<file path="src/rtl/uec_pkg.sv">
// constants and carrier types for the endpoint 0 control and status block
package uec_pkg;
	// register byte offsets
	localparam logic [7:0] CSR_OFS = 8'h00;
	localparam logic [7:0] CFG_OFS = 8'h04;
	localparam logic [7:0] IST_OFS = 8'h08;
	localparam logic [7:0] IMSK_OFS = 8'h0C;
	localparam logic [7:0] STATE_OFS = 8'h10;
	// decoded register selects
	localparam logic [2:0] SEL_CSR = 3'h0;
	localparam logic [2:0] SEL_CFG = 3'h1;
	localparam logic [2:0] SEL_IST = 3'h2;
	localparam logic [2:0] SEL_IMSK = 3'h3;
	localparam logic [2:0] SEL_STATE = 3'h4;
	localparam logic [2:0] SEL_NONE = 3'h7;
	// endpoint 0 register bit positions
	localparam int B_PING = 27;
	localparam int B_UNLOCK = 26;
	localparam int B_TOGGLE = 25;
	localparam int B_FLUSH = 24;
	localparam int B_REQ23 = 23;
	localparam int B_REQ22 = 22;
	localparam int B_INREQ = 21;
	localparam int B_SETEND = 20;
	localparam int B_TXRDY = 17;
	localparam int B_RXRDY = 16;
	// configuration register fields
	localparam int B_HOST = 0;
	localparam int B_SPD = 1;
	localparam int B_NAK_LIMIT_TIME = 4;
	localparam logic [1:0] SPD_HIGH = 2'h2;
	// interrupt status bits
	localparam int IRQ_W = 5;
	localparam int IRQ_SETEND = 0;
	localparam int IRQ_RXRDY = 1;
	localparam int IRQ_DONE = 2;
	localparam int IRQ_HALT = 3;
	localparam int IRQ_BUS = 4;
	// fixed resources, shown in the state register
	localparam logic [3:0] NUM_TX_EP = 4'h7;
	localparam logic [3:0] NUM_RX_EP = 4'h7;
	localparam logic [3:0] NUM_DMA_CH = 4'h8;
	// flags: fifo ram is internal and sized at run time
	localparam logic [31:0] CAP_VALUE = {8'h00, 4'hF, NUM_DMA_CH,
		NUM_RX_EP, NUM_TX_EP, 3'h7, 5'h00};
	// nak limit counts in microframe ticks
	localparam int NAK_TICK_NS = 125000;
	localparam int CLK_PERIOD_NS = 50;
	localparam int TICK_CYCLES = NAK_TICK_NS / CLK_PERIOD_NS;
	localparam logic [11:0] TICK_LAST = 12'(TICK_CYCLES - 1);

	// pulses from the packet engine
	typedef struct packed {
		logic rx_packet;
		logic setup_end;
		logic txn_done;
		logic nak;
		logic toggle_adv;
		logic bus_event;
	} uec_link_in_type;

	// commands and levels to the packet engine
	typedef struct packed {
		logic txn_start;
		logic txn_status;
		logic txn_in;
		logic ping_enable;
		logic fifo_flush;
		logic ep0_halted;
		logic host_mode;
		logic [1:0] speed;
	} uec_link_out_type;
endpackage

</file>
<file path="src/rtl/uec_nak_timer.sv">
// nak limit timer for endpoint 0
`timescale 1ns/1ps
`default_nettype none
module uec_nak_timer (
	input wire logic clk,
	input wire logic rst_n,
	input wire logic enable,
	input wire logic nak,
	input wire logic clear,
	input wire logic [4:0] limit,
	output logic expired
);
	typedef struct packed {
		logic active;
		logic [11:0] tick_cnt;
		logic [5:0] ticks;
		logic expired;
	} uec_nak_state_type;

	uec_nak_state_type st_reg, st_next;

	////////////////////////////////////////////////////////////////////
	// count ticks from the first nak until some other answer
	always_comb begin
		st_next = st_reg;
		st_next.expired = 1'b0;
		if (clear || !enable) begin
			st_next = '0;
		end else begin
			if (nak) begin
				st_next.active = 1'b1;
			end
			if (st_reg.active) begin
				st_next.tick_cnt = st_reg.tick_cnt + 12'h001;
				if (st_reg.tick_cnt == uec_pkg::TICK_LAST) begin
					st_next.tick_cnt = 12'h000;
					st_next.ticks = st_reg.ticks + 6'h01;
				end
				// strictly longer than the limit, then one shot
				if (st_reg.ticks > {1'b0, limit}) begin
					st_next = '0;
					st_next.expired = 1'b1;
				end
			end
		end
	end

	// state register
	always_ff @(posedge clk or negedge rst_n) begin
		if (!rst_n) begin
			st_reg <= '0;
		end else begin
			st_reg <= st_next;
		end
	end

	assign expired = st_reg.expired;
endmodule
`default_nettype wire

</file>
<file path="src/rtl/uec_irq.sv">
// sticky interrupt status with mask and one level output
`timescale 1ns/1ps
`default_nettype none
module uec_irq (
	input wire logic clk,
	input wire logic rst_n,
	input wire logic [4:0] events,
	input wire logic [4:0] w1c,
	input wire logic mask_we,
	input wire logic [4:0] mask_wdata,
	output logic [4:0] status,
	output logic [4:0] mask,
	output logic irq
);
	typedef struct packed {
		logic [4:0] status;
		logic [4:0] mask;
		logic irq;
	} uec_irq_state_type;

	uec_irq_state_type st_reg, st_next;

	////////////////////////////////////////////////////////////////////
	// event set wins over a write-one clear in the same cycle
	always_comb begin
		st_next = st_reg;
		st_next.status = (st_reg.status & ~w1c) | events;
		if (mask_we) begin
			st_next.mask = mask_wdata;
		end
		st_next.irq = |(st_next.status & st_next.mask);
	end

	// state register
	always_ff @(posedge clk or negedge rst_n) begin
		if (!rst_n) begin
			st_reg <= '0;
		end else begin
			st_reg <= st_next;
		end
	end

	assign status = st_reg.status;
	assign mask = st_reg.mask;
	assign irq = st_reg.irq;
endmodule
`default_nettype wire

</file>
<file path="src/rtl/uec_ep0_ctrl.sv">
// endpoint 0 control and status block with its register slave
`timescale 1ns/1ps
`default_nettype none
module uec_ep0_ctrl (
	input wire logic clk,
	input wire logic rst_n,
	input wire logic [7:0] s_axi_awaddr,
	input wire logic s_axi_awvalid,
	output logic s_axi_awready,
	input wire logic [31:0] s_axi_wdata,
	input wire logic [3:0] s_axi_wstrb,
	input wire logic s_axi_wvalid,
	output logic s_axi_wready,
	output logic [1:0] s_axi_bresp,
	output logic s_axi_bvalid,
	input wire logic s_axi_bready,
	input wire logic [7:0] s_axi_araddr,
	input wire logic s_axi_arvalid,
	output logic s_axi_arready,
	output logic [31:0] s_axi_rdata,
	output logic [1:0] s_axi_rresp,
	output logic s_axi_rvalid,
	input wire logic s_axi_rready,
	input wire uec_pkg::uec_link_in_type link_in,
	output uec_pkg::uec_link_out_type link_out,
	output logic irq
);
	typedef struct packed {
		logic aw_full;
		logic [7:0] aw_addr;
		logic w_full;
		logic [31:0] w_data;
		logic [3:0] w_strb;
		logic bvalid;
		logic bslverr;
		logic rvalid;
		logic rslverr;
		logic r_csr;
		logic [31:0] rdata;
		logic host_mode;
		logic [1:0] speed;
		logic [4:0] nak_limit_time;
		logic ping_suppress;
		logic toggle_write_unlock;
		logic ep0_toggle_state;
		logic ep0_fifo_flush;
		logic clear_setup_end_req;
		logic nak_limit_halt;
		logic clear_rx_ready_req;
		logic status_stage_req;
		logic in_request;
		logic setup_end_flag;
		logic tx_packet_ready;
		logic rx_packet_ready;
		logic txn_busy;
		logic txn_start;
		logic txn_status;
		logic txn_in;
		logic halted;
	} uec_main_state_type;

	uec_main_state_type st_reg, st_next;
	logic wr_go;
	logic csr_wr;
	logic tog_wr;
	logic start;
	logic stat_start;
	logic [2:0] wsel;
	logic [31:0] wm;
	logic [31:0] wb;
	logic [31:0] csr_v;
	logic [31:0] rd_v;
	logic nak_expired;
	logic [4:0] ist_w1c;
	logic imsk_we;
	logic [4:0] ist;
	logic [4:0] imsk;
	logic [4:0] events;

	// address decode shared by the read and write paths
	function automatic logic [2:0] reg_sel(input logic [7:0] a);
		logic [2:0] s;
		s = uec_pkg::SEL_NONE;
		unique case (a)
			uec_pkg::CSR_OFS: s = uec_pkg::SEL_CSR;
			uec_pkg::CFG_OFS: s = uec_pkg::SEL_CFG;
			uec_pkg::IST_OFS: s = uec_pkg::SEL_IST;
			uec_pkg::IMSK_OFS: s = uec_pkg::SEL_IMSK;
			uec_pkg::STATE_OFS: s = uec_pkg::SEL_STATE;
			default: s = uec_pkg::SEL_NONE;
		endcase
		return s;
	endfunction

	////////////////////////////////////////////////////////////////////
	// register view; role decides what dual bits mean
	always_comb begin
		csr_v = 32'h0000_0000;
		csr_v[uec_pkg::B_PING] = st_reg.ping_suppress;
		csr_v[uec_pkg::B_UNLOCK] = st_reg.toggle_write_unlock;
		csr_v[uec_pkg::B_TOGGLE] = st_reg.ep0_toggle_state;
		csr_v[uec_pkg::B_FLUSH] = st_reg.ep0_fifo_flush;
		csr_v[uec_pkg::B_REQ23] = st_reg.host_mode ?
			st_reg.nak_limit_halt : st_reg.clear_setup_end_req;
		csr_v[uec_pkg::B_REQ22] = st_reg.host_mode ?
			st_reg.status_stage_req : st_reg.clear_rx_ready_req;
		csr_v[uec_pkg::B_INREQ] = st_reg.host_mode & st_reg.in_request;
		csr_v[uec_pkg::B_SETEND] = ~st_reg.host_mode & st_reg.setup_end_flag;
		csr_v[uec_pkg::B_TXRDY] = st_reg.tx_packet_ready;
		csr_v[uec_pkg::B_RXRDY] = st_reg.rx_packet_ready;
		unique case (reg_sel(s_axi_araddr))
			uec_pkg::SEL_CSR: rd_v = csr_v;
			uec_pkg::SEL_CFG: rd_v = {23'h000000, st_reg.nak_limit_time,
				1'b0, st_reg.speed, st_reg.host_mode};
			uec_pkg::SEL_IST: rd_v = {27'h0000000, ist};
			uec_pkg::SEL_IMSK: rd_v = {27'h0000000, imsk};
			// fixed resources and live transaction state
			uec_pkg::SEL_STATE: rd_v = uec_pkg::CAP_VALUE |
				{30'h00000000, st_reg.halted, st_reg.txn_busy};
			default: rd_v = 32'h0000_0000;
		endcase
	end

	// write decode, lanes enabled by byte strobes
	always_comb begin
		wr_go = st_reg.aw_full && st_reg.w_full && !st_reg.bvalid;
		wsel = reg_sel(st_reg.aw_addr);
		wm = {{8{st_reg.w_strb[3]}}, {8{st_reg.w_strb[2]}},
			{8{st_reg.w_strb[1]}}, {8{st_reg.w_strb[0]}}};
		wb = st_reg.w_data & wm;
		csr_wr = wr_go && (wsel == uec_pkg::SEL_CSR);
		// toggle takes a value only while unlocked or with the unlock bit in the same write
		tog_wr = csr_wr && st_reg.host_mode && wm[uec_pkg::B_TOGGLE] &&
			(st_reg.toggle_write_unlock || wb[uec_pkg::B_UNLOCK]);
		start = csr_wr && (wb[uec_pkg::B_TXRDY] ||
			(st_reg.host_mode && wb[uec_pkg::B_INREQ]));
		stat_start = start && st_reg.host_mode && wb[uec_pkg::B_REQ22];
		ist_w1c = (wr_go && wsel == uec_pkg::SEL_IST) ?
			wb[4:0] : 5'h00;
		imsk_we = wr_go && (wsel == uec_pkg::SEL_IMSK) && st_reg.w_strb[0];
		events = '0;
		events[uec_pkg::IRQ_SETEND] = link_in.setup_end & ~st_reg.host_mode;
		events[uec_pkg::IRQ_RXRDY] = link_in.rx_packet;
		events[uec_pkg::IRQ_DONE] = link_in.txn_done;
		events[uec_pkg::IRQ_HALT] = nak_expired;
		events[uec_pkg::IRQ_BUS] = link_in.bus_event;
	end

	////////////////////////////////////////////////////////////////////
	// next state: clears and the halt first, then software sets, engine flag sets last
	always_comb begin
		st_next = st_reg;
		st_next.txn_start = 1'b0;
		// unlock, flush and the two clear requests live for one cycle, then drop by themselves
		st_next.toggle_write_unlock = 1'b0;
		st_next.clear_setup_end_req = 1'b0;
		st_next.clear_rx_ready_req = 1'b0;
		st_next.ep0_fifo_flush = 1'b0;

		// bus handshakes
		if (s_axi_awvalid && !st_reg.aw_full) begin
			st_next.aw_full = 1'b1;
			st_next.aw_addr = s_axi_awaddr;
		end
		if (s_axi_wvalid && !st_reg.w_full) begin
			st_next.w_full = 1'b1;
			st_next.w_data = s_axi_wdata;
			st_next.w_strb = s_axi_wstrb;
		end
		if (st_reg.bvalid && s_axi_bready) begin
			st_next.bvalid = 1'b0;
		end
		if (wr_go) begin
			st_next.aw_full = 1'b0;
			st_next.w_full = 1'b0;
			st_next.bvalid = 1'b1;
			st_next.bslverr = (wsel == uec_pkg::SEL_NONE) ||
				(wsel == uec_pkg::SEL_STATE);
		end
		if (st_reg.rvalid && s_axi_rready) begin
			st_next.rvalid = 1'b0;
		end
		if (s_axi_arvalid && !st_reg.rvalid) begin
			st_next.rvalid = 1'b1;
			st_next.rdata = rd_v;
			st_next.rslverr = reg_sel(s_axi_araddr) == uec_pkg::SEL_NONE;
			st_next.r_csr = reg_sel(s_axi_araddr) == uec_pkg::SEL_CSR;
		end

		// clears owed to last cycle's requests and engine reports
		if (st_reg.clear_setup_end_req) begin
			st_next.setup_end_flag = 1'b0;
		end
		if (st_reg.clear_rx_ready_req) begin
			st_next.rx_packet_ready = 1'b0;
		end
		if (st_reg.ep0_fifo_flush) begin
			st_next.tx_packet_ready = 1'b0;
			st_next.rx_packet_ready = 1'b0;
		end
		if (link_in.txn_done || nak_expired) begin
			st_next.tx_packet_ready = 1'b0;
			st_next.in_request = 1'b0;
			st_next.status_stage_req = 1'b0;
			st_next.txn_busy = 1'b0;
		end
		if (nak_expired) begin
			st_next.halted = 1'b1;
		end
		// hardware handshakes advance the toggle
		if (tog_wr) begin
			st_next.ep0_toggle_state = st_reg.w_data[uec_pkg::B_TOGGLE];
		end else if (link_in.toggle_adv) begin
			st_next.ep0_toggle_state = ~st_reg.ep0_toggle_state;
		end

		// configuration; a role swap drops the other role's requests
		if (wr_go && wsel == uec_pkg::SEL_CFG) begin
			if (st_reg.w_strb[0]) begin
				st_next.host_mode = st_reg.w_data[uec_pkg::B_HOST];
				st_next.speed = st_reg.w_data[uec_pkg::B_SPD +: 2];
			end
			if (st_reg.w_strb[0] && st_reg.w_strb[1]) begin
				st_next.nak_limit_time = st_reg.w_data[uec_pkg::B_NAK_LIMIT_TIME +: 5];
			end
			if (st_reg.w_strb[0] &&
				st_reg.w_data[uec_pkg::B_HOST] != st_reg.host_mode) begin
				st_next.nak_limit_halt = 1'b0;
				st_next.status_stage_req = 1'b0;
				st_next.in_request = 1'b0;
				st_next.setup_end_flag = 1'b0;
				st_next.halted = 1'b0;
			end
		end

		// endpoint 0 register writes, decoded per role
		if (csr_wr) begin
			if (wm[uec_pkg::B_PING]) begin
				st_next.ping_suppress = st_reg.w_data[uec_pkg::B_PING];
			end
			if (wb[uec_pkg::B_FLUSH]) begin
				st_next.ep0_fifo_flush = 1'b1;
			end
			if (wb[uec_pkg::B_TXRDY]) begin
				st_next.tx_packet_ready = 1'b1;
			end
			if (st_reg.host_mode) begin
				if (wb[uec_pkg::B_UNLOCK]) begin
					st_next.toggle_write_unlock = 1'b1;
				end
				if (wm[uec_pkg::B_REQ23]) begin
					st_next.nak_limit_halt = st_reg.w_data[uec_pkg::B_REQ23];
				end
				if (wb[uec_pkg::B_REQ22]) begin
					st_next.status_stage_req = 1'b1;
				end
				if (wb[uec_pkg::B_INREQ]) begin
					st_next.in_request = 1'b1;
				end
			end else begin
				if (wb[uec_pkg::B_REQ23]) begin
					st_next.clear_setup_end_req = 1'b1;
				end
				if (wb[uec_pkg::B_REQ22]) begin
					st_next.clear_rx_ready_req = 1'b1;
				end
			end
		end
		// launch: status stage only with tx-ready or IN request
		if (start) begin
			st_next.txn_start = 1'b1;
			st_next.txn_busy = 1'b1;
			st_next.halted = 1'b0;
			st_next.txn_status = stat_start;
			st_next.txn_in = st_reg.host_mode && wb[uec_pkg::B_INREQ];
		end

		// flags raised by the engine win over a same-cycle clear
		if (link_in.setup_end && !st_reg.host_mode) begin
			st_next.setup_end_flag = 1'b1;
		end
		if (link_in.rx_packet) begin
			st_next.rx_packet_ready = 1'b1;
		end
	end

	// state register
	always_ff @(posedge clk or negedge rst_n) begin
		if (!rst_n) begin
			st_reg <= '0;
		end else begin
			st_reg <= st_next;
		end
	end

	////////////////////////////////////////////////////////////////////
	// helpers
	uec_nak_timer u_nak (
		.clk(clk),
		.rst_n(rst_n),
		.enable(st_reg.host_mode && st_reg.nak_limit_halt &&
			st_reg.txn_busy),
		.nak(link_in.nak),
		.clear(link_in.txn_done || st_reg.txn_start),
		.limit(st_reg.nak_limit_time),
		.expired(nak_expired)
	);

	uec_irq u_irq (
		.clk(clk),
		.rst_n(rst_n),
		.events(events),
		.w1c(ist_w1c),
		.mask_we(imsk_we),
		.mask_wdata(st_reg.w_data[4:0]),
		.status(ist),
		.mask(imsk),
		.irq(irq)
	);

	////////////////////////////////////////////////////////////////////
	// outputs; no PING when suppressed in host high speed
	assign s_axi_awready = !st_reg.aw_full;
	assign s_axi_wready = !st_reg.w_full;
	assign s_axi_bvalid = st_reg.bvalid;
	assign s_axi_bresp = st_reg.bslverr ? 2'h2 : 2'h0;
	assign s_axi_arready = !st_reg.rvalid;
	assign s_axi_rvalid = st_reg.rvalid;
	assign s_axi_rdata = st_reg.rdata;
	assign s_axi_rresp = st_reg.rslverr ? 2'h2 : 2'h0;
	assign link_out.txn_start = st_reg.txn_start;
	assign link_out.txn_status = st_reg.txn_status;
	assign link_out.txn_in = st_reg.txn_in;
	assign link_out.ping_enable = st_reg.host_mode && !st_reg.ping_suppress &&
		(st_reg.speed == uec_pkg::SPD_HIGH);
	assign link_out.fifo_flush = st_reg.ep0_fifo_flush;
	assign link_out.ep0_halted = st_reg.halted;
	assign link_out.host_mode = st_reg.host_mode;
	assign link_out.speed = st_reg.speed;
endmodule
`default_nettype wire

</file>
<file path="config.mk">
export PLATFORM = sky130hd
export DESIGN_NAME = uec_ep0_ctrl
export DESIGN_NICKNAME = d
export VERILOG_FILES = /design/src/rtl/uec_pkg.sv /design/src/rtl/uec_nak_timer.sv /design/src/rtl/uec_irq.sv /design/src/rtl/uec_ep0_ctrl.sv
export SDC_FILE = /design/constraint.sdc
export NUM_CORES = 1
export LEC_CHECK = 0
export BUFFER_PORTS_ARGS = -buffer_cell sky130_fd_sc_hd__buf_2
export CAP_MARGIN = 20
export CORE_MARGIN = 8
export CORE_UTILIZATION = 54
export DETAILED_ROUTE_END_ITERATION = 10
export PLACE_DENSITY = 0.8
export REMOVE_ABC_BUFFERS = 1
export SYNTH_ARGS = -nofsm -noshare
export SYNTH_HDL_FRONTEND = slang
export SYNTH_SLANG_ARGS = --single-unit
</file>
<file path="constraint.sdc">
create_clock -name clk -period 3 [get_ports clk]
set_input_delay 0.45 -clock clk [delete_from_list [all_inputs] [get_ports clk]]
set_output_delay 0.45 -clock clk [all_outputs]
set_load 0.05 [all_outputs]
</file>
## Word-level counts from Yosys, hierarchy flattened

Cells that the tools add are included.

- Bits in registers: 139
- Bits of input ports: 65
- Word-level logic and storage cells: 187

- Add/sub/neg operators: 2
- $lt $le $gt $ge: 1
- Eq/ne operators: 21
- Muxes and demuxes: 57
- Bitwise gates (word level): 10
- Reductions and logical operators: 58

Operator list:

| kind | number |
|---|---|
| $pmux W28 S5 | 1 |
| $mux W20 | 3 |
| $mux W37 | 1 |
| $mux W35 | 1 |
| $mux W1 | 34 |
| $eq A8 B4 Y1 const B | 4 |
| $pmux W3 S5 | 2 |
| $and A27 B27 Y27 | 1 |
| $logic_and A1 B1 Y1 | 26 |
| $mux W18 | 1 |
| $eq A8 B3 Y1 const B | 2 |
| $eq A8 B5 Y1 const B | 2 |
| $logic_not A8 Y1 | 2 |
| $mux W5 | 3 |
| $reduce_bool A2 Y1 | 7 |
| $add A12 B1 Y12 const B | 1 |
| $eq A12 B12 Y1 const B | 1 |
| $eq A3 B2 Y1 const B | 4 |
| $eq A3 B3 Y1 const B | 4 |
| $mux W2 | 6 |
| $and A5 B5 Y5 | 2 |
| $logic_not A3 Y1 | 3 |
| $mux W3 | 3 |
| $mux W9 | 1 |
| other kinds (15) | 34 |

## Longest topological paths before layout

Gate-level depths: netlist (run 1).

- Word-level depth: 10
- Mapped depth: 10

## By module

Synthesis (run 1) repeated with hierarchy kept, for this count alone.

- Cells, all modules: 520
- Area, all modules: 5625.4 µm²

By module, submodules not included:

| module | times used | cells each | area an instance (µm²) | seq. area each (µm²) |
|---|---|---|---|---|
| uec_ep0_ctrl | 1 | 333 | 3793.6 | 2001.9 |
| uec_nak_timer | 1 | 158 | 1398.8 | 500.5 |
| uec_irq | 1 | 29 | 432.9 | 275.3 |

## Least setup slack after synthesis (run 1)

Ideal clock, no wire load.

- Path type: reg2out
- Start: register st_reg (netlist bit link_out[2])
- End: output link_out[5] (netlist name)
- Arrival: 2.342 ns
- Data required time: 2.550 ns
- Setup slack: 0.208 ns
- Stages on the path, launching flop included: 4
- Path through: dfrtp_1 > clkbuf_1 > inv_1 > nor4b_1

RTL lines:

| element | line | RTL |
|---|---|---|
| start, declared | uec_ep0_ctrl.sv:62 | `uec_main_state_type st_reg, st_next;` |
| start signal, assigned | uec_ep0_ctrl.sv:292 | `st_reg <= st_next;` |
| end, declared | uec_ep0_ctrl.sv:25 | `output uec_pkg::uec_link_out_type link_out,` |

==> metrics.md, run 1 <==
| Metric | Value |
|---|---|
| Rel. slew slack | `0.4612` |
| First-pass GRT wire length | `17.81 mm` |
| Num CTS Buffers | `9` |
| CP max FO | `17` |
| Post-Synth XOR/XNOR Area | `0.008391` |
| Max-slew violation total from the final report | `0` |
| Hold crit path type | `input pin to asynchronous set/reset pin` |
| Fin crit period | `2.458 ns` |
| Fraction of registers with async set/reset | `1.000` |
| Largest register FFs | `45` |
| R2R setup slack | `0.58 ns` |
| Synthesized area | `5219 um2` |
| Gr usage total | `0.1709` |
| R2r startpoint | `u_nak.st_reg[3]` |
| Drt pass-1 iters | `5` |
| Critical path class | `flip-flop to output port` |
| CTS root buffer | `clkbuf_8` |
| Leakage | `2.785 nW` |
| Top cells by area, synth | `dfrtp_1, mux2_2, buf_4` |
| Number of global-route vias before repair | `3729` |
| Post-cts resize count | `0` |
| Clock buffer depth | `2` |
| Clock share of power | `0.223` |
| RSZ-0062 raised after global routing | `false` |
| Postcts setup bufs | `0` |
| Area grow syn2layout | `9.207%` |
| Simple-gate area share of the yosys netlist | `0.1415` |
| GRT Residual Overflow | `0` |
| Core Area | `9594 um2` |
| Worst slack at placement | `0.6252 ns` |
| Initial antenna violation count | `0` |
| DRT iter0 DRCs | `162` |
| Number of warnings issued by yosys | `0` |
| Register share of total power | `0.552` |
| Routed WL per cell | `16.31 um` |
| FMAX | `406.9 MHz` |
| ANT cells | `0` |
| Post-Route Skew | `0.01357 ns` |
| Worst-Skew Late Latency | `0.38 ns` |
| Synth area leader | `dfrtp_1` |
| DRC | `0` |
| Final setup vio count | `0` |
| Final cell count without fillers | `667` |
| Worst vdd ir | `0.3714 mV` |
| Largest net degree at the start of global routing | `61` |
| Placed instance count | `651` |
| Register area share after synthesis | `0.5322` |
| Post-Layout Inst Area | `5699 um2` |
| Sw Pwr | `1.161 mW` |
| Commonest non-fill, non-tap cells in the layout | `dfrtp_1, buf_2, nand2_1` |
| Post-synthesis adder-cell area fraction | `0.01678` |
| PnR worst setup slack | `0.5423 ns` |
| Internal | `2.415 mW` |
| CP endpoint kind | `output port` |
| Startpoint types | `flip-flop` |
| Gate Count Post-Synth | `473` |
| Clock sink count | `111` |
| Vias per Instance | `5.477` |
| Chip Height | `114.3 um` |
| Die area | `13070 um2` |
| CTS tree | `built` |
| Routed Antenna Nets | `0` |
| PortBufs | `91` |
| Post-synth EDFFs | `0` |
| Fraction of layout cells with a size suffix above 1 | `0.3146` |
| Worst Path Arrival | `2.01 ns` |
| Comb power frac | `0.225` |
| # rows | `36` |
| Mux cell area share after synthesis | `0.1045` |
| Post-layout nets | `601` |
| Max Cap Viol | `0` |
| FF-to-FF path depth | `7` |
| Area post-placement | `5534 um2` |
| I/O pins | `116` |
| Area share of the leading cell type in the synthesized netlist | `0.5322` |
| Avg Cell Area, Syn | `11.03 um2` |
| Compound-cell area share of the yosys netlist | `0.1110` |
| CP Cell Sequence | `inv_1 -> nor4b_1 -> buf_2` |
| Final Hold Viols | `0` |
| Worst reg2reg path endpoint | `u_nak.st_reg[5]` |
| Main combinational cell family by area after synthesis | `simple AND/OR/NAND/NOR gates` |
| Die Width | `114.3 um` |
| Commonest non-fill, non-tap cell in the layout | `dfrtp_1` |
| Pwr Density | `627.5 nW/um2` |
| CTS hold repair buffers | `0` |
| Worst slew pin tran | `0.8062 ns` |
| Post-DP HPWL | `8.181 mm` |
| Fill count | `782` |
| Synth cell types | `52` |
| CP required | `2.55 ns` |
| Gpl congestion | `0.8300` |
| Flops & latches, synth | `111` |
| Initial Utilization | `0.5439` |
| Switching share of power | `0.3247` |
| CTS H-tree depth | `3` |
| Worst path slowest cell | `dfrtp_1` |
| Post-synth top flop | `dfrtp_1` |
| Via Count | `3653` |
| Clock transition at path regs | `0.10 ns` |
| CP peak stage delay | `0.71 ns` |
| Final worst path period share | `0.8192` |
| Post-Route WL | `10.88 mm` |
| Status | `finished, final reports clean` |
-- critical path: cells and delay by family, from the launching register on --
family / cells / cell delay, ns
AND/OR/NAND/NOR: 1 / 0.33
flip-flops: 1 / 0.71
buffers and inverters: 2 / 0.59
-- cells in the mapped netlist (4+ instances only) --
master      n
ha_1        7
o211ai_1    4
nor2b_1     6
nand2_1    48
nor4b_1     4
nor3_1      4
inv_1      12
nand3_1    13
a21o_1      7
a22o_1     10
o21ai_0    22
mux2_4      5
clkbuf_1   12
dfrtp_1   111
a21oi_1    22
buf_4      44
nand2b_1    8
mux2_2     40
a31oi_1     8
and3_1     10
nor2_1     22
-- area by class of cell --
cell class | count | area [um2] | area share
Clock inverter | 4 | 30.03 | 0.005269
Multi-Input combinational cell | 297 | 2037 | 0.3574
Clock buffer | 12 | 135.1 | 0.02371
Sequential cell | 111 | 2778 | 0.4874
Inverter | 13 | 50.05 | 0.008782
Timing Repair Buffer | 97 | 503.0 | 0.08825
Tap cell | 133 | 166.4 | 0.02920
-- how the worst max path moves through the flow --
stage / slack (ns) / startpoint / to / cells after the start
global route: 0.41 / st_reg[21] / u_nak.st_reg[5] / 8
detailed placement: 0.63 / st_reg[100] / u_irq.irq / 6
floorplan: -0.48 / link_out[2] / u_nak.st_reg[12] / 4
CTS: 0.53 / link_out[2] / link_out[5] / 3
finish: 0.54 / link_out[2] / link_out[5] / 3
global placement: 0.64 / st_reg[100] / u_irq.irq / 6
-- power by group through the flow --
| stage | combinational [mW] | sequential [mW] | clock (mW) |
|---|---|---|---|
| after global routing | 0.872 | 2.01 | 0.870 |
| after floorplan | 0.523 | 2.03 | 0 |
| after detailed placement | 0.811 | 2.00 | 0 |
| after global placement | 0.785 | 1.98 | 0 |
| final | 0.804 | 1.98 | 0.797 |
| after CTS | 0.814 | 1.97 | 0.813 |
-- cells by family (layout without fill, tap and decap cells) --
group                    after synthesis  after routing
AO/OA/AOI/OAI                         90             90
XOR/XNOR                               5              5
adder cells (fa/ha/maj)                7              7
buffers and inverters                 73            126
flip-flops                           111            111
multiplexers                          47             47
other                                  1              9
AND/OR/NAND/NOR                      139            139
-- metal layers --
layer	part of all wire	global-route usage	wire length, um	vias to the layer above
li1	-	-	-	1713
met5	0	0	0	-
met2	0.47	0.2760	5078	119
met4	0.032	0.09406	344	0
met1	0.44	0.2105	4745	1799
met3	0.065	0.03534	708	22
-- stage by stage --
stage	TNS [ns]	power, mW	hold WS (ns)	utilization
6_report	0	3.576	0.1189	0.5940
5_1_grt	0	3.754	0.1790	0.5940
4_1_cts	0	3.600	0.1475	0.5940
3_5_place_dp	0	2.815	0.4680	0.5768
3_3_place_gp	0	2.768	0.4581	0.5768
2_1_floorplan	-4.358	2.550	0.1544	-
No activity file was read; power rests on OpenSTA's default activity.
==> inputs of run 2 (changes only) <==
==> constraint.sdc (replaced) <==
create_clock -name clk -period 2.58 [get_ports clk]
set_input_delay 0.387 -clock clk [delete_from_list [all_inputs] [get_ports clk]]
set_output_delay 0.387 -clock clk [all_outputs]
set_load 0.05 [all_outputs]
==> metrics.md, run 2 (synthesized netlist as in run 1, its figures left out) <==
| Metric | Value |
|---|---|
| Status | `finished, final reports clean (unchanged)` |
| DRT iter0 DRCs | `185 (was 162)` |
| Commonest non-fill, non-tap cell in the layout | `dfrtp_1 (unchanged)` |
| Placed instance count | `653 (was 651)` |
| Post-Route Skew | `0.01210 ns (was 0.01357 ns)` |
| Number of global-route vias before repair | `3810 (was 3729)` |
| ANT cells | `0 (unchanged)` |
| Critical path class | `flip-flop to flip-flop (was flip-flop to output port)` |
| Pwr Density | `756.6 nW/um2 (was 627.5 nW/um2)` |
| Final Hold Viols | `0 (unchanged)` |
| Core Area | `9594 um2 (unchanged)` |
| Post-Route WL | `11.38 mm (was 10.88 mm)` |
| Chip Height | `114.3 um (unchanged)` |
| Fin crit period | `2.490 ns` |
| DRC | `0 (unchanged)` |
| RSZ-0062 raised after global routing | `false (unchanged)` |
| Vias per Instance | `5.423 (was 5.477)` |
| Via Count | `3628 (was 3653)` |
| Startpoint types | `flip-flop (unchanged)` |
| Worst Path Arrival | `2.74 ns (was 2.01 ns)` |
| Fill count | `783 (was 782)` |
| Clock transition at path regs | `0.11 ns (was 0.10 ns)` |
| Gpl congestion | `0.8320 (was 0.8300)` |
| Routed WL per cell | `17.00 um (was 16.31 um)` |
| Clock sink count | `111 (unchanged)` |
| PortBufs | `91 (unchanged)` |
| Post-DP HPWL | `8.476 mm (was 8.181 mm)` |
| Worst slew pin tran | `0.8013 ns (was 0.8062 ns)` |
| CTS tree | `built (unchanged)` |
| CP required | `2.82 ns (was 2.55 ns)` |
| First-pass GRT wire length | `18.84 mm (was 17.81 mm)` |
| CP max FO | `5 (was 17)` |
| Final setup vio count | `0 (unchanged)` |
| I/O pins | `116 (unchanged)` |
| # rows | `36 (unchanged)` |
| Hold crit path type | `input pin to asynchronous set/reset pin (unchanged)` |
| Commonest non-fill, non-tap cells in the layout | `dfrtp_1, buf_2, nand2_1 (unchanged)` |
| Leakage | `2.818 nW (was 2.785 nW)` |
| Worst-Skew Late Latency | `0.38 ns (about the same)` |
| Initial Utilization | `0.5439 (unchanged)` |
| FMAX | `401.6 MHz` |
| Max Cap Viol | `0 (unchanged)` |
| CTS H-tree depth | `3 (unchanged)` |
| Fraction of layout cells with a size suffix above 1 | `0.3228 (was 0.3146)` |
| Area grow syn2layout | `10.84% (was 9.207%)` |
| CTS root buffer | `clkbuf_8 (unchanged)` |
| Rel. slew slack | `0.4645 (was 0.4612)` |
| Clock buffer depth | `2 (unchanged)` |
| Worst vdd ir | `0.4837 mV (was 0.3714 mV)` |
| Largest net degree at the start of global routing | `112 (was 61)` |
| Setup_tns | `0 ns (unchanged)` |
| CP endpoint kind | `flip-flop (was output port)` |
| Num CTS Buffers | `9 (unchanged)` |
| Routed Antenna Nets | `0 (unchanged)` |
| GRT Residual Overflow | `0 (unchanged)` |
| Initial antenna violation count | `0 (unchanged)` |
| Drt pass-1 iters | `5 (unchanged)` |
| Largest register FFs | `45 (unchanged)` |
| Post-layout util | `0.6029 (was 0.5940)` |
| Postcts setup bufs | `0 (unchanged)` |
| Final cell count without fillers | `669 (was 667)` |
| Die area | `13070 um2 (unchanged)` |
| Post-layout nets | `603 (was 601)` |
| Gr usage total | `0.1794 (was 0.1709)` |
| Final worst path period share | `0.9652` |
| Max-slew violation total from the final report | `0 (unchanged)` |
| Die Width | `114.3 um (unchanged)` |
run 2: power breakdown:
group / total, mW / internal (mW) / switching [mW] / leakage, nW
Clock: 1.10 / 0.473 / 0.626 / 0.108
Sequential: 2.32 / 2.04 / 0.280 / 1.43
Combinational: 0.954 / 0.412 / 0.542 / 1.28
Total: 4.38 / 2.93 / 1.45 / 2.82
run 2: metrics by stage:
step	setup WS, ns	hold slack [ns]	instance area (um2)	total power, mW
6_report	0.08966	0.07561	5784	4.376
5_1_grt	0.006334	0.1178	5784	4.585
4_1_cts	0.08685	0.09990	5776	4.392
3_5_place_dp	0.1554	0.4642	5562	3.301
3_3_place_gp	0.2592	0.4595	5562	3.234
2_1_floorplan	-0.9007	0.09141	4856	2.966
run 2: layout make-up:
class                      instances  area, um2  area share
clock buffer                       9      123.9     0.02141
sequential                       111       2778      0.4802
clock inverter                     7      90.09     0.01557
tap                              133      166.4     0.02877
multi-input combinational        297       2046      0.3537
inverter                          13      50.05    0.008652
timing repair buffer              99      530.5     0.09172
run 2: routing by layer:
layer	GRT usage	wire, um
met2	0.3115	5659
met5	0	0
met3	0.04061	725
met1	0.2139	4817
met4	0.06122	174
run 2: timing repair:
action / 4_1_cts / 5_1_grt
setup endpoints to repair: 0 / 1
hold endpoints to repair: 0 / 0
resized for setup: 0 / 1
hold buffers: 0 / 0
run 2: worst paths after layout:
| kind | start | end | slack (ns) | cells after the start |
|---|---|---|---|---|
| hold / removal | rst_n | s_axi_bvalid | 0.08 | 2 |
| setup reg to reg | st_reg[100] | u_irq.irq | 0.09 | 6 |
| min in group clk | s_axi_bready | s_axi_bvalid | 0.18 | 2 |
| setup / recovery | st_reg[100] | u_irq.irq | 0.09 | 6 |
| max in group asynchronous | rst_n | u_nak.st_reg[8] | 2.10 | 2 |
| hold reg to reg | s_axi_rdata[3] | s_axi_rdata[3] | 0.49 | 2 |
run 2: worst max-delay path, stage by stage, from the launching register on:
cell,delay [ns]
dfrtp_1,0.40
or4_4,0.58
nor4_2,0.52
nand2_1,0.15
a21o_1,0.23
a222oi_1,0.37
nand2_1,0.11
==> inputs of run 3 (changes only) <==
==> constraint.sdc (replaced) <==
create_clock -name clk -period 2.58 [get_ports clk]
set_input_delay 0.129 -clock clk [delete_from_list [all_inputs] [get_ports clk]]
set_output_delay 0.129 -clock clk [all_outputs]
set_load 0.05 [all_outputs]
==> metrics.md, run 3 (synthesized netlist as in run 1, its figures left out) <==
| Metric | Value |
|---|---|
| Gr usage total | `0.1823 (was 0.1794)` |
| # rows | `36 (unchanged)` |
| Worst-Skew Late Latency | `0.38 ns (about the same)` |
| PortBufs | `91 (unchanged)` |
| CTS tree | `built (unchanged)` |
| Leakage | `2.971 nW (was 2.818 nW)` |
| Clock share of power | `0.245 (was 0.251)` |
| Largest net degree at the start of global routing | `39 (was 112)` |
| Routed Antenna Nets | `0 (unchanged)` |
| First-pass GRT wire length | `18.97 mm (was 18.84 mm)` |
| Gr busiest metal | `met2 (unchanged)` |
| Gpl congestion | `0.8179 (was 0.8320)` |
| Pwr Density | `712.6 nW/um2 (was 756.6 nW/um2)` |
| Clock buffer depth | `2 (unchanged)` |
| Final Hold Viols | `0 (unchanged)` |
| Worst reg2reg path endpoint | `u_irq.irq (unchanged)` |
| Commonest non-fill, non-tap cells in the layout | `dfrtp_1, buf_2, nand2_1 (unchanged)` |
| Final setup vio count | `0 (unchanged)` |
| Initial antenna violation count | `0 (unchanged)` |
| CTS H-tree depth | `3 (unchanged)` |
| Post-Route WL | `11.34 mm (was 11.38 mm)` |
| Critical path startpoint | `st_reg[100] (unchanged)` |
| Internal | `2.955 mW (was 2.929 mW)` |
| Sw Pwr | `1.409 mW (was 1.448 mW)` |
| Chip Height | `114.3 um (unchanged)` |
| CTS root buffer | `clkbuf_8 (unchanged)` |
| Core Area | `9594 um2 (unchanged)` |
| Die area | `13070 um2 (unchanged)` |
| Num CTS Buffers | `9 (unchanged)` |
| Area grow syn2layout | `17.36% (was 10.84%)` |
| Worst hold slack | `0.01834 ns (was 0.07561 ns)` |
| Clock transition at path regs | `0.11 ns (about the same)` |
| CP Cell Sequence | `or4_4 -> nor3_4 -> nand4_2 -> mux2_2 -> a222oi_1 -> nand2_1 (was or4_4 -> nor4_2 -> nand2_1 -> a21o_1 -> a222oi_1 -> nand2_1)` |
| Postcts setup bufs | `0 (unchanged)` |
| Status | `finished, final reports clean (unchanged)` |
| Fraction of layout cells with a size suffix above 1 | `0.3024 (was 0.3228)` |
| Critical path class | `flip-flop to flip-flop (unchanged)` |
| Worst slew pin tran | `0.7967 ns (was 0.8013 ns)` |
| Worst Path Arrival | `2.65 ns (was 2.74 ns)` |
| I/O pins | `116 (unchanged)` |
| ANT cells | `0 (unchanged)` |
| Rel. slew slack | `0.4676 (was 0.4645)` |
| Max-slew violation total from the final report | `0 (unchanged)` |
| Initial Utilization | `0.5439 (unchanged)` |
| M2 GR Usage | `0.3028 (was 0.3115)` |
| Die Width | `114.3 um (unchanged)` |
| Number of global-route vias before repair | `3880 (was 3810)` |
| DRT iter0 DRCs | `184 (was 185)` |
| CP endpoint kind | `flip-flop (unchanged)` |
| Comb power frac | `0.229 (was 0.218)` |
| Met1 GRT Util | `0.2256 (was 0.2139)` |
| Worst path slowest cell | `or4_4 (unchanged)` |
| Register share of total power | `0.526 (was 0.531)` |
| FF-to-FF path depth | `6 (unchanged)` |
| Routed WL per cell | `16.08 um (was 17.00 um)` |
| Post-layout nets | `639 (was 603)` |
| R2r startpoint | `st_reg[100] (unchanged)` |
| Buf+Inv Stages, Crit Path | `0 (unchanged)` |
| DRC | `0 (unchanged)` |
| Grt met3 use | `0.03428 (was 0.04061)` |
| Hold crit path type | `input pin to flip-flop (was input pin to asynchronous set/reset pin)` |
| Commonest non-fill, non-tap cell in the layout | `dfrtp_1 (unchanged)` |
| Final worst path period share | `0.9297 (was 0.9652)` |
| Startpoint types | `flip-flop (unchanged)` |
| Switching share of power | `0.3229 (was 0.3308)` |
| Crit-path leading delay family | `simple AND/OR/NAND/NOR gates (unchanged)` |
| Post-layout util | `0.6384 (was 0.6029)` |
| GRT Residual Overflow | `0 (unchanged)` |
| Clock sink count | `111 (unchanged)` |
| Vias per Instance | `5.376 (was 5.423)` |
| Largest register FFs | `45 (unchanged)` |
| CP peak stage delay | `0.57 ns (was 0.58 ns)` |
| Critical Path Stages | `6 (unchanged)` |
| Via Count | `3790 (was 3628)` |
| Crit path to | `u_irq.irq (unchanged)` |
| Drt pass-1 iters | `4 (was 5)` |
| FMAX | `416.9 MHz (was 401.6 MHz)` |
| Post-Route Skew | `0.01542 ns (was 0.01210 ns)` |
| CP max FO | `5 (unchanged)` |
| Post-DP HPWL | `8.366 mm (was 8.476 mm)` |
| Max Cap Viol | `0 (unchanged)` |
| R2R setup slack | `0.18 ns (was 0.09 ns)` |
| Worst vdd ir | `0.3922 mV (was 0.4837 mV)` |
| Fin crit period | `2.399 ns (was 2.490 ns)` |
| CP required | `2.83 ns (was 2.82 ns)` |
==> run 3: cell count changes in the layout (fill, tap and decap cells not counted), sizes merged <==
| cell | change |
|---|---|
| clkinv | -1 |
| dlygate4sd3 | +35 |
| clkbuf | +1 |
| buf | +1 |
==> run 3: through the flow <==
step           total power, mW  setup TNS, ns  setup slack, ns  cells  area [um2]
2_1_floorplan            2.966         -9.497          -0.9007    421        4856
6_report                 4.365              0           0.1814    705        6125
3_5_place_dp             3.284              0           0.2178    654        5569
3_3_place_gp             3.232              0           0.2554    654        5569
5_1_grt                  4.575       -0.01638         -0.01638    705        6125
4_1_cts                  4.391              0           0.1530    705        6121
==> run 3: cell type report <==
cell class                 count  area, um2
clock buffer                  10      127.6
clock inverter                 6      73.82
fill                         724       3470
inverter                      13      50.05
multi-input combinational    297       2037
tap                          133      166.4
sequential                   111       2778
timing repair buffer         135      892.1
==> run 3: layer usage <==
metal,part of all wire,vias up,wire length (um)
li1,-,1800,-
met1,0.43,1875,4865
met2,0.50,93,5624
met5,0,-,0
met4,0.023,0,265
met3,0.051,22,583
==> run 3: worst reg2reg max path, stage by stage (launching register included) <==
cell and delay, ns:
dfrtp_1 0.39, or4_4 0.57, nor3_4 0.27, nand4_2 0.25, mux2_2 0.34, a222oi_1 0.35
nand2_1 0.09
==> run 3: how the worst min path moves through the flow <==
stage                                  to  slack, ns        from  depth (start not counted)
after CTS                 u_irq.status[2]      0.001  link_in[3]                          2
after global routing      u_irq.status[2]      0.003  link_in[3]                          2
after global placement       s_axi_bvalid       0.07       rst_n                          1
after floorplan                 csr_v[16]      -0.17       rst_n                          0
final                     u_irq.status[2]       0.02  link_in[3]                          2
after detailed placement      st_reg[107]       0.09       rst_n                          1
==> run 3: repair_timing <==
action,in CTS,in global routing
gates resized for setup,0,1
endpoints found under the hold margin,61,0
endpoints found under the setup margin,0,1
hold buffers,35,0
==> run 3: power by group through the flow <==
stage	Sequential, mW	Clock [mW]	Combinational (mW)
6_report	2.30	1.07	1.00
5_1_grt	2.33	1.15	1.09
4_1_cts	2.29	1.10	1.00
3_5_place_dp	2.33	0	0.958
3_3_place_gp	2.30	0	0.928
2_1_floorplan	2.36	0	0.608
